## src/rtl/epsrs_pkg.sv

```systemverilog
// constants and types for the power-state and reset supervisor
package epsrs_pkg;
  localparam int CLK_HZ = 40000000;
  // register byte offsets
  localparam logic [7:0] OFS_OP_CONFIG = 8'h00;
  localparam logic [7:0] OFS_OP_STATUS = 8'h04;
  localparam logic [7:0] OFS_SW_RESET = 8'h08;
  localparam logic [7:0] OFS_CMD = 8'h0C;
  localparam logic [7:0] OFS_STAGE_EN = 8'h10;
  localparam logic [7:0] OFS_IGN_EN = 8'h14;
  localparam logic [7:0] OFS_DIAG = 8'h18;
  // operation config fields
  localparam int CFG_PDT_LSB = 0;
  localparam int PDT_W = 8;
  localparam int CFG_AR_BIT = 8;
  localparam int CFG_AE_BIT = 9;
  localparam int CFG_WATCHDOG_RESET_ENABLE_BIT = 10;
  localparam logic [31:0] CFG_RESET = 32'h0000_0000;
  // command register: bit 0 wake clear enable
  localparam int CMD_WAKE_CLEAR_COMMAND_BIT_BIT = 0;
  localparam logic [31:0] CMD_RESET = 32'h0000_0001;
  localparam int NUM_CH = 24;
  localparam int NUM_IGN = 4;
  // power-down timer unit: 1 ms per field count
  localparam int PDT_UNIT_US = 1000;
  localparam int PDT_UNIT_CYC = CLK_HZ / 1000000 * PDT_UNIT_US;
  // power-up reset delay
  localparam int TPUR_US = 10000;
  localparam int TPUR_CYC = CLK_HZ / 1000000 * TPUR_US;
  localparam int CNT_W = 20;
  typedef enum logic [2:0] {
    PS_SLEEP, PS_RAMP, PS_NORMAL, PS_AFTERRUN, PS_AR_RESET,
    PS_POWERDOWN, PS_WAKECLR
  } epsrs_state_t;
endpackage

```

## src/rtl/epsrs_supervisor.sv

```systemverilog
// power-state tail, reset sources and power-stage gating
`timescale 1ns/100ps
// Contract
// - power-down timer overflow in power-down moves to wake-clear, clears wakes
// - wake-clear with key low enters sleep
// - wake is OR of pin, bus and engine-off-timer wake flags
// - status bit 1 shows ramp-up, normal, afterrun or power-down state
// - power-down timer length comes from the config time field
// - internal power-on reset clears all, then sleep or ramp-up
// - 5 V regulators stay off until internal supply is good
// - ECU power-on reset holds reset and monitor low until delay passes
// - main supply undervoltage holds pins low; delayed switch-off stays
// - main relay follows key, wake pin and battery, not reset
// - tracker faults only set diagnosis bits
// - main supply overvoltage disables outside functions, pins low
// - battery overvoltage disables power stages
// - enabled watchdog reset: reset pin low, stages off, bus receive-only
// - software reset write resets device and bumps power-down counter
// - forced low on reset pin resets the device
// - monitor low clears channel and ignition enables; host re-enables
// - serial timeout clears stage enables; host re-enables after frame
// - afterrun reset bit set and afterrun-to-normal fires afterrun reset
// - entering wake-clear runs the wake clear per command bit
// - afterrun reset state goes to normal on next clock
module epsrs_supervisor (
  input wire logic clk,
  input wire logic rst,
  input wire logic intPorActive,
  input wire logic keyHigh,
  input wire logic wake_pin_flag,
  input wire logic bus_wake_flag,
  input wire logic engine_off_timer_wake_flag,
  input wire logic rampTimerOverflow,
  input wire logic main5vAboveUv,
  input wire logic main5vAboveHyst,
  input wire logic main5vOverVolt,
  input wire logic tracker_supply_one_uv,
  input wire logic tracker_supply_one_ov,
  input wire logic tracker_supply_two_uv,
  input wire logic tracker_supply_two_ov,
  input wire logic batOverVolt,
  input wire logic batSupplyOk,
  input wire logic pdCounterOverflow,
  input wire logic secureShutoffOverflow,
  input wire logic wdResetIncrement,
  input wire logic serialTimeout,
  input wire logic serialFrameValid,
  input wire logic resetPinIn,
  input wire logic monitorPinIn,
  input wire logic resetPinOut,
  input wire logic psel,
  input wire logic penable,
  input wire logic pwrite,
  input wire logic [7:0] paddr,
  input wire logic [31:0] pwdata,
  output logic [31:0] prdata,
  output logic pready,
  output logic pslverr,
  output logic resetPinOe,
  output logic monitorPinOut,
  output logic monitorPinOe,
  output logic regulator5vEn,
  output logic powerStageEn,
  output logic delayedSwitchOffEn,
  output logic externalCommEn,
  output logic linCanRxOnly,
  output logic mainRelayOn,
  output logic wakeClearPulse,
  output logic [epsrs_pkg::NUM_CH-1:0] output_channel_enable,
  output logic [epsrs_pkg::NUM_IGN-1:0] ignition_driver_enable,
  output logic [7:0] pdCount
);
  import epsrs_pkg::*;

  typedef struct packed {
    epsrs_state_t st;
    logic [31:0] cfg;
    logic [31:0] cmd;
    logic [NUM_CH-1:0] chEn;
    logic [NUM_IGN-1:0] ignEn;
    logic [3:0] diag;
    logic [CNT_W-1:0] pdtCyc;
    logic [PDT_W-1:0] pdtCnt;
    logic pdtOf;
    logic [CNT_W-1:0] tpurCnt;
    logic porHold;
    logic timeoutLock;
    logic [7:0] pdCnt;
    logic [1:0] rstSync;
    logic [1:0] monSync;
    logic rstPrevLow;
    logic monPrevLow;
    logic [31:0] rdata;
    logic ready;
    logic slverr;
    logic rstOe;
    logic monOe;
    logic reg5v;
    logic stageEn;
    logic dsoEn;
    logic extEn;
    logic rxOnly;
    logic relay;
    logic wake_clear_command_bit;
    logic [2:0] rstOeHist;
    logic [2:0] monOeHist;
    logic [NUM_CH-1:0] chOut;
    logic [NUM_IGN-1:0] ignOut;
  } epsrs_regs_t;

  epsrs_regs_t r;
  epsrs_regs_t next_r;
  logic wake;
  logic devReset;
  logic apbAcc;
  logic apbDone;

  always_comb begin
    next_r = r;
    wake = wake_pin_flag | bus_wake_flag | engine_off_timer_wake_flag;
    apbAcc = psel & penable & ~r.ready;
    apbDone = psel & penable & r.ready;
    next_r.ready = apbAcc;
    next_r.slverr = 1'b0;
    next_r.wake_clear_command_bit = 1'b0;
    next_r.rstSync = {r.rstSync[0], resetPinIn};
    next_r.monSync = {r.monSync[0], monitorPinIn};
    next_r.rstPrevLow = ~r.rstSync[1];
    next_r.monPrevLow = ~r.monSync[1];
    // own drive echoes through the sync, so mask it a while
    next_r.rstOeHist = {r.rstOeHist[1:0], r.rstOe};
    next_r.monOeHist = {r.monOeHist[1:0], r.monOe};
    devReset = 1'b0;
    // external low on reset pin, not self-driven
    if (~r.rstSync[1] & ~r.rstPrevLow & ~r.rstOe &
        (r.rstOeHist == 3'b000)) begin
      devReset = 1'b1;
    end
    if (apbAcc) begin
      next_r.rdata = 32'h0000_0000;
      case (paddr)
        OFS_OP_CONFIG: next_r.rdata = r.cfg;
        OFS_OP_STATUS: begin
          // mode bit: 1 afterrun, bit1 set in ramp, normal, afterrun and power-down; state code ORed into bits 3:1
          next_r.rdata = {24'h000000, 4'h0, r.st, 1'b0} |
            {30'h00000000, (r.st == PS_NORMAL) | (r.st == PS_AFTERRUN),
            r.st == PS_AFTERRUN};
        end
        OFS_SW_RESET: next_r.rdata = 32'h0000_0000;
        OFS_CMD: next_r.rdata = r.cmd;
        OFS_STAGE_EN: next_r.rdata = {8'h00, r.chEn};
        OFS_IGN_EN: next_r.rdata = {28'h0000000, r.ignEn};
        OFS_DIAG: next_r.rdata = {24'h000000, r.pdCnt[3:0], r.diag};
        default: next_r.slverr = 1'b1;
      endcase
    end
    // writes land at the completing edge only
    if (apbDone & pwrite) begin
      case (paddr)
        OFS_OP_CONFIG: next_r.cfg = pwdata;
        OFS_SW_RESET: devReset = 1'b1;
        OFS_CMD: next_r.cmd = pwdata;
        OFS_STAGE_EN: begin
          if (~r.timeoutLock) next_r.chEn = pwdata[NUM_CH-1:0];
        end
        OFS_IGN_EN: begin
          if (~r.timeoutLock) next_r.ignEn = pwdata[NUM_IGN-1:0];
        end
        OFS_DIAG: next_r.diag = r.diag & ~pwdata[3:0];
        default: next_r.slverr = 1'b0;
      endcase
    end
    // tracker faults: diagnosis only, set wins over clear
    next_r.diag = next_r.diag | {tracker_supply_two_ov,
      tracker_supply_two_uv, tracker_supply_one_ov, tracker_supply_one_uv};
    if (serialFrameValid) next_r.timeoutLock = 1'b0;
    if (serialTimeout) begin
      next_r.chEn = '0;
      next_r.ignEn = '0;
      next_r.timeoutLock = 1'b1;
    end
    if (~r.monSync[1] & ~r.monPrevLow & ~r.monOe &
        (r.monOeHist == 3'b000)) begin
      next_r.chEn = '0;
      next_r.ignEn = '0;
    end
    // power-down timer, units of PDT_UNIT_CYC
    if (r.st == PS_POWERDOWN) begin
      if (r.pdtCyc == CNT_W'(PDT_UNIT_CYC - 1)) begin
        next_r.pdtCyc = '0;
        if (r.pdtCnt >= r.cfg[CFG_PDT_LSB +: PDT_W]) begin
          next_r.pdtOf = 1'b1;
        end else begin
          next_r.pdtCnt = r.pdtCnt + 1'b1;
        end
      end else begin
        next_r.pdtCyc = r.pdtCyc + 1'b1;
      end
    end else begin
      next_r.pdtCyc = '0;
      next_r.pdtCnt = '0;
      next_r.pdtOf = 1'b0;
    end
    case (r.st)
      PS_SLEEP: if (keyHigh | wake) next_r.st = PS_RAMP;
      PS_RAMP: begin
        if ((keyHigh | wake) & main5vAboveUv) begin
          next_r.st = PS_NORMAL;
          next_r.porHold = 1'b1;
          next_r.tpurCnt = '0;
        end else if (~keyHigh & wake & rampTimerOverflow) begin
          next_r.st = PS_WAKECLR;
          next_r.wake_clear_command_bit = r.cmd[CMD_WAKE_CLEAR_COMMAND_BIT_BIT];
        end else if (~keyHigh & ~wake) begin
          next_r.st = PS_SLEEP;
        end
      end
      PS_NORMAL: begin
        if ((pdCounterOverflow | secureShutoffOverflow) & ~keyHigh) begin
          next_r.st = PS_POWERDOWN;
        end else if (~keyHigh & r.cfg[CFG_AE_BIT]) begin
          next_r.st = PS_AFTERRUN;
        end else if (~keyHigh & ~wake) begin
          next_r.st = PS_SLEEP;
        end
      end
      PS_AFTERRUN: begin
        if (pdCounterOverflow | secureShutoffOverflow) begin
          next_r.st = PS_POWERDOWN;
        end else if (keyHigh) begin
          next_r.st = r.cfg[CFG_AR_BIT] ? PS_AR_RESET : PS_NORMAL;
        end else if (~r.cfg[CFG_AE_BIT] & ~wake) begin
          next_r.st = PS_SLEEP;
        end
      end
      PS_AR_RESET: next_r.st = PS_NORMAL;
      PS_POWERDOWN: begin
        if (r.pdtOf) begin
          next_r.st = PS_WAKECLR;
          next_r.wake_clear_command_bit = r.cmd[CMD_WAKE_CLEAR_COMMAND_BIT_BIT];
        end
      end
      PS_WAKECLR: begin
        next_r.st = keyHigh ? PS_RAMP : PS_SLEEP;
      end
      default: next_r.st = PS_SLEEP;
    endcase
    // power-up reset delay once above hysteresis
    if (r.porHold) begin
      if (~main5vAboveHyst) begin
        next_r.tpurCnt = '0;
      end else if (r.tpurCnt == CNT_W'(TPUR_CYC - 1)) begin
        next_r.porHold = 1'b0;
      end else begin
        next_r.tpurCnt = r.tpurCnt + 1'b1;
      end
    end
    // device reset keeps power-down counter; only a software reset write bumps it
    if (devReset | (r.st == PS_AR_RESET)) begin
      next_r.cfg = CFG_RESET;
      next_r.cmd = CMD_RESET;
      next_r.chEn = '0;
      next_r.ignEn = '0;
      next_r.porHold = 1'b1;
      next_r.tpurCnt = '0;
    end
    if (apbDone & pwrite & (paddr == OFS_SW_RESET)) begin
      next_r.pdCnt = r.pdCnt + 8'h01;
    end
    // undervoltage pulls pins, delayed off stays
    // overvoltage pulls pins, blocks outside functions
    next_r.rstOe = next_r.porHold | ~main5vAboveUv | main5vOverVolt |
      (wdResetIncrement & r.cfg[CFG_WATCHDOG_RESET_ENABLE_BIT]);
    next_r.monOe = next_r.porHold | ~main5vAboveUv | main5vOverVolt;
    next_r.extEn = ~main5vOverVolt & ~next_r.porHold & main5vAboveUv;
    next_r.stageEn = ~(next_r.rstOe | next_r.monOe | batOverVolt);
    next_r.chOut = next_r.chEn & {NUM_CH{next_r.stageEn}};
    next_r.ignOut = next_r.ignEn & {NUM_IGN{next_r.stageEn}};
    next_r.rxOnly = next_r.rstOe & ~main5vOverVolt;
    next_r.dsoEn = ~batOverVolt & ~next_r.porHold;
    // relay from key, wake pin, battery
    next_r.relay = (keyHigh | wake_pin_flag) & batSupplyOk;
    next_r.reg5v = ~intPorActive;
    // internal power-on reset, then sleep or ramp
    if (intPorActive) begin
      next_r = '0;
      next_r.st = (keyHigh | wake) ? PS_RAMP : PS_SLEEP;
      next_r.cmd = CMD_RESET;
      next_r.porHold = 1'b1;
      next_r.rstOe = 1'b1;
      next_r.monOe = 1'b1;
      next_r.rstSync = 2'b11;
      next_r.monSync = 2'b11;
      next_r.relay = (keyHigh | wake_pin_flag) & batSupplyOk;
    end
  end

  always_ff @(posedge clk) begin
    if (rst) begin
      r <= '0;
      r.st <= PS_SLEEP;
      r.cmd <= CMD_RESET;
      r.porHold <= 1'b1;
      r.rstOe <= 1'b1;
      r.monOe <= 1'b1;
      r.rstSync <= 2'b11;
      r.monSync <= 2'b11;
    end else begin
      r <= next_r;
    end
  end

  assign prdata = r.rdata;
  assign pready = r.ready;
  assign pslverr = r.slverr;
  assign resetPinOe = r.rstOe;
  assign monitorPinOut = 1'b0;
  assign monitorPinOe = r.monOe;
  assign regulator5vEn = r.reg5v;
  assign powerStageEn = r.stageEn;
  assign delayedSwitchOffEn = r.dsoEn;
  assign externalCommEn = r.extEn;
  assign linCanRxOnly = r.rxOnly;
  assign mainRelayOn = r.relay;
  assign wakeClearPulse = r.wake_clear_command_bit;
  assign output_channel_enable = r.chOut;
  assign ignition_driver_enable = r.ignOut;
  assign pdCount = r.pdCnt;
endmodule

```

## config.mk

```make
export PLATFORM = sky130hd
export DESIGN_NAME = epsrs_supervisor
export DESIGN_NICKNAME = d
export VERILOG_FILES = /design/src/rtl/epsrs_pkg.sv /design/src/rtl/epsrs_supervisor.sv
export SDC_FILE = /design/constraint.sdc
export NUM_CORES = 1
export LEC_CHECK = 0
export ABC_CLOCK_PERIOD_IN_PS = 3000
export BUFFER_PORTS_ARGS = -buffer_cell sky130_fd_sc_hd__clkbuf_2
export CORE_UTILIZATION = 55
export CTS_CLUSTER_SIZE = 8
export DETAILED_ROUTE_END_ITERATION = 10
export PLACE_DENSITY_LB_ADDON = 0.12
export SLEW_MARGIN = 20
export SYNTH_ARGS = -nofsm -noshare
export SYNTH_HDL_FRONTEND = slang
export SYNTH_SLANG_ARGS = --single-unit
```

## constraint.sdc

```tcl
create_clock -name clk -period 3 [get_ports clk]
set_input_delay 0.45 -clock clk [delete_from_list [all_inputs] [get_ports clk]]
set_output_delay 0.45 -clock clk [all_outputs]
set_load 0.02 [all_outputs]
```

Word level (Yosys, flattened, before mapping):

Index checks and enable logic that the tools add are counted.

* add/sub/neg operators: 4
* bitwise logic cells: 60
* equality and inequality tests: 17
* reductions and logical operators: 16
* shift operators: 0
* divide/modulo/power cells: 0
* multiply operators: 0
* mux-type cells: 55
* $lt $le $gt $ge: 1

Operators by type and width (number)
* 241-bit two-way mux: 1
* 32-bit case mux with 6 select lines: 1
* 32-bit two-way mux: 3
* 96-bit two-way mux: 1
* 92-bit two-way mux: 1
* 21-bit two-way mux: 4
* 20-bit two-way mux: 3
* 28-bit two-way mux: 2
* 24-bit two-way mux: 2
* 20-bit by 1-bit adder with 20-bit output, second input constant: 2
* 3-bit two-way mux: 11
* 29-bit two-way mux: 1
* 1-bit AND: 24
* 24-bit AND: 1
* 8-bit by 5-bit equality test with 1-bit output, second input constant: 3
* 3-bit case mux with 7 select lines: 1
* 20-bit by 16-bit equality test with 1-bit output, second input constant: 1
* 20-bit by 19-bit equality test with 1-bit output, second input constant: 1
* 1-bit NOT: 18
* 1-bit two-way mux: 17
* 8-bit by 1-bit adder with 8-bit output, second input constant: 2
* 8-bit by 4-bit equality test with 1-bit output, second input constant: 2
* 8-bit two-way mux: 2
* 4-bit two-way mux: 3
* 24 further kinds: 46

* memory bits (writable): 0
* ROM bits: 0
* output and inout bits: 80
* latch bits: 0
* memories kept: 0
* bits of input ports: 68
* bits in registers: 241

Logic depth before layout (Yosys ltp):

* word-level depth: 18
* mapped depth: 8

Worst setup path before layout:

Ideal clock, no wire load.

* kind: input to register
* start point: in keyHigh
* end point: reg r, in the netlist monitorPinOe
* slack: 0.808 ns
* arrival time: 2.065 ns
* stages on the path: 6
* data required time: 2.873 ns
* library setup time: 0.127 ns
* path through: or4_1 > clkbuf_1 > a21oi_1 > a31oi_4 > or2_4 > or3b_1

* longest elaborated chain between the ends: 10

Ends and longest elaborated chain
* start: declaration: line epsrs_supervisor.sv:29 `input wire logic keyHigh,`
* 1-bit bitwise OR (*): line epsrs_supervisor.sv:207 `if ((keyHigh | wake) & main5vAboveUv) begin`
* 1-bit AND (*): line epsrs_supervisor.sv:207
* 21-bit two-way mux (*): line epsrs_supervisor.sv:207
* 21-bit two-way mux (*): line epsrs_supervisor.sv:204 `case (r.st)`
* 1-bit two-way mux: line epsrs_supervisor.sv:252 `end else if (r.tpurCnt == CNT_W'(TPUR_CYC - 1)) begin`
* 1-bit two-way mux: line epsrs_supervisor.sv:250 `if (~main5vAboveHyst) begin`
* 21-bit two-way mux (*): line epsrs_supervisor.sv:249 `if (r.porHold) begin`
* 21-bit two-way mux (*): line epsrs_supervisor.sv:259 `if (devReset | (r.st == PS_AR_RESET)) begin`
* 1-bit bitwise OR (*) (2 in a row): line epsrs_supervisor.sv:274 `next_r.monOe = next_r.porHold | ~main5vAboveUv | main5vOverVolt;`
* end signal: assignment: line epsrs_supervisor.sv:309 `r <= next_r;`
* end: declaration: line epsrs_supervisor.sv:111 `epsrs_regs_t r;`

Every way passes the cells marked *; elsewhere a longest branch is shown, timed or not.
A chain may end at the register's enable or synchronous reset.

Worst setup path after layout:

* start point: reg r[239] (netlist name)
* end point: reg r, in the netlist monitorPinOe

* longest elaborated chain between the ends: 8
* elaborated cells between the ends (all ways): 10
* those cells by class: eq/ne: 2; mux: 5; bitwise: 3

Ends and longest elaborated chain (line)
* 3-bit by 1-bit equality test with 1-bit output: epsrs_supervisor.sv:204
* 21-bit two-way mux: epsrs_supervisor.sv:204
* 1-bit two-way mux: epsrs_supervisor.sv:252
* 1-bit two-way mux: epsrs_supervisor.sv:250
* 21-bit two-way mux: epsrs_supervisor.sv:249
* 21-bit two-way mux (*): epsrs_supervisor.sv:259
* 1-bit bitwise OR (*) (2 in a row): epsrs_supervisor.sv:274

Marked as above.

==> reports/qor.yml <==
synth:
  post_synth_num_cell_types: 68
  postSynthCellCount: 1186
  synth_top_area_share_pct: 47.01
  synth-async-reset-ratio_pct: 0
  synth.largest_area_cell: "dfxtp_1"
  synth_edf_count: 0
  synth-seq-area-share_pct: 47.01
  synth_fp_nets: 1266
  netlist_area_um2: 10260
  synth_common_cells: "241 x dfxtp_1, 199 x nand2_1, 98 x a21oi_1"
  avgSynthCellArea_um2: 8.653
  ys_seq_elements: 241
  yosysMostFrequentCell: "dfxtp_1"
  ys_top_cells_by_area: "dfxtp_1 47%, nand2_1 7.3%, buf_4 5.1%"
  yosys_warnings: 0
  synth_top_flop_cell: "dfxtp_1"
power:
  power.leakage_nw: 4.230
  p_int_mw: 5.478
  p_per_area_nw_per_um2: 590.1
  p_clk_share_pct: 50.0
  pwr-share-comb_pct: 3.3
  switching_share_pct: 21.03
  peakVddDrop_uv: 387.0
  p_switching_mw: 1.459
  power_frac_seq_pct: 46.7
route:
  detail-route-antenna-nets: 0
  routed_wl_um: 25460
  vias: 8629
  drcViolationCount: 10
  drtIter0Drc: 546
  vias_per_cell: 5.757
  wire_per_inst_um: 16.99
  drt_first_pass_iters: 10
critical_path:
  worstRegToRegCells: 5
  worst-r2r-setup-slack_ps: 560
  worstReg2RegEnd: "monitorPinOe$_SDFF_PP1_"
  critPathKind: "reg -> reg"
  arrival_ps: 2810
  reg2reg_from: "r[239]$_SDFFE_PP0P_"
  cp_num_cells: 5
  worstPathRequired_ps: 3370
  cp_num_buf_inv: 0
  critPathSlowestCell: "dfxtp_1"
  cp_cell_sequence: "nor2_1 > a22oi_1 > nand3_2 > or2_4 > or3b_1"
  cp_top_family: "simple AND/OR/NAND/NOR gates"
  cp_max_fo: 21
  cp-end-kind: "flop"
  start_kind: "flop"
  slowest_delay_ps: 620
placement:
  dp_hpwl_um: 16820
  io_buffers: 145
  place_congestion: 0.8395
  pre_cts_ws_ps: 507.0
global_route:
  grt_pass1_vias: 7797
  grt.overflow.total: 0
  track_usage_pct: 26.10
  grt_pass1_wl_um: 40410
  grt_max_degree: 46
  antenna_found_initial: 0
timing:
  worstMarginPinSlew_ps: 743.3
  fin_crit_ps: 2444
  rsz0062_at_grt: "false"
  setup_slack_ps: 555.8
  setup_tns_ps: 0
  slew_violations: 0
  relSlewSlack_pct: 50.45
  finalSetupViolCount: 0
  skew_ps: 18.85
  hold_viol: 0
  fmax_mhz: 409.1
  min_period_over_period_pct: 81.47
clocking:
  clkTransAtPathRegs_ps: 50
  cts-resized-gates: 0
  cts_made_buffers: 36
  h-tree-depth: 2
  cts_buffer_depth: 3
  cts_sinks: 241
  cts_tree: "yes"
  postCtsSetupBuffers: 0
  holdBufCountCts: 0
  clockRootBuffer: "clkbuf_16"
  insertion_delay_ps: 500
floorplanning:
  coreArea_um2: 18150
  die-width_um: 138.6
  std_cell_rows: 49
  start_util_pct: 56.55
  fp.dieArea_um2: 19210
  io_pins: 148
  die_h_um: 138.6
cells_and_area:
  regArea_um2: 4825
  drive_gt1_share_pct: 18.27
  multi_input_area_um2: 4582
  post-route-util_pct: 64.78
  syn_to_final_growth_pct: 14.55
  nNetsFinal: 1347
  fillers: 1590
  diodes: 0
hold_path:
  hold_depth: 2
  holdCritPathClass: "in -> reg"
  hp-start: "monitorPinIn"
  hold-path-endpoint: "r[79]$_SDFF_PP1_"
run:
  max_cap_viol_count: 0
run_status:
  status: "complete, but fails checks"
  violations: "DRC"
==> flip-flops by register name, summed over array words and instances, names as in the netlist <==
register and cells:
r 162, prdata 32, output_channel_enable 24, pdCount 8
ignition_driver_enable 4, delayedSwitchOffEn 1, externalCommEn 1, linCanRxOnly 1
mainRelayOn 1, monitorPinOe 1, powerStageEn 1, pready 1
pslverr 1, regulator5vEn 1, resetPinOe 1, wakeClearPulse 1
==> stage by stage <==
step                      cells  instance area (um^2)  hold WS, ps  total power, mW
final                      1499                 11760        139.8            6.936
after global routing       1499                 11760        153.2            7.163
after floorplan            1186                 10260        384.4            3.404
after detailed placement   1458                 10800        389.2            3.525
after CTS                  1499                 11760        121.6            7.002
after global placement     1458                 10800        389.1            3.524
==> kinds of logic (layout without fill, tap and decap cells) <==
group	Yosys count	in the layout	share of synthesized area [%]
compound gates	248	248	15.44
xor+xnor	25	25	2.134
fa+ha+maj	12	12	1.463
buf+inv	156	240	8.412
flops	241	241	47.01
mux	28	28	2.731
other cells	1	1	0.03654
simple gates	475	475	22.77
==> worst max path at each step <==
stage | to | slack, ps | from
global placement | monitorPinOe$_SDFF_PP1_ | 520 | paddr[3]
global route | monitorPinOe$_SDFF_PP1_ | 340 | r[239]$_SDFFE_PP0P_
floorplan | monitorPinOe$_SDFF_PP1_ | 810 | keyHigh
finish | monitorPinOe$_SDFF_PP1_ | 560 | r[239]$_SDFFE_PP0P_
CTS | monitorPinOe$_SDFF_PP1_ | 540 | r[239]$_SDFFE_PP0P_
detailed placement | monitorPinOe$_SDFF_PP1_ | 510 | paddr[3]
==> cell usage in the layout (no fill, tap or decap), drive strengths merged, types with 5 or more instances in the layout <==
cell / count
a22oi: 14
a311oi: 8
o21ai: 49
nand3b: 6
o31ai: 6
a21oi: 98
a31oi: 11
and2: 43
mux2i: 28
ha: 12
and3: 14
nor4b: 5
a211oi: 5
nand2b: 8
a22o: 5
clkbuf: 183
nor4: 12
nor2: 87
o21a: 5
xor2: 9
nand3: 26
xnor2: 16
buf: 34
a222oi: 16
or3: 12
dfxtp: 241
a221oi: 8
nor3: 15
nand4: 14
nand2: 199
or4: 13
inv: 21
==> area by class of cell <==
cell class | count | share of cell area [%]
Tap cell | 229 | 2.437
Sequential cell | 241 | 41.04
Inverter | 20 | 0.6386
Timing Repair Buffer | 179 | 8.771
Multi-Input combinational cell | 789 | 38.98
Clock buffer | 38 | 7.908
Clock inverter | 3 | 0.2235
==> layer usage <==
| metal | GRT usage, % | part of all wire (%) | vias up | wire length [um] |
|---|---|---|---|---|
| li1 | - | - | 4236 | - |
| met3 | 4.972 | 7.6 | 46 | 1945 |
| met4 | 8.102 | 2.2 | 0 | 552 |
| met2 | 41.38 | 45 | 308 | 11490 |
| met5 | 0 | 0 | - | 0 |
| met1 | 35.98 | 45 | 4039 | 11480 |
==> power by group through the flow <==
stage          Combinational [mW]  Clock (mW)  Sequential [mW]
6_report                    0.226        3.47             3.24
5_1_grt                     0.245        3.68             3.24
4_1_cts                     0.225        3.54             3.24
3_5_place_dp                0.224           0             3.30
3_3_place_gp                0.223           0             3.30
2_1_floorplan               0.108           0             3.30
No activity file was read; power rests on OpenSTA's default activity.
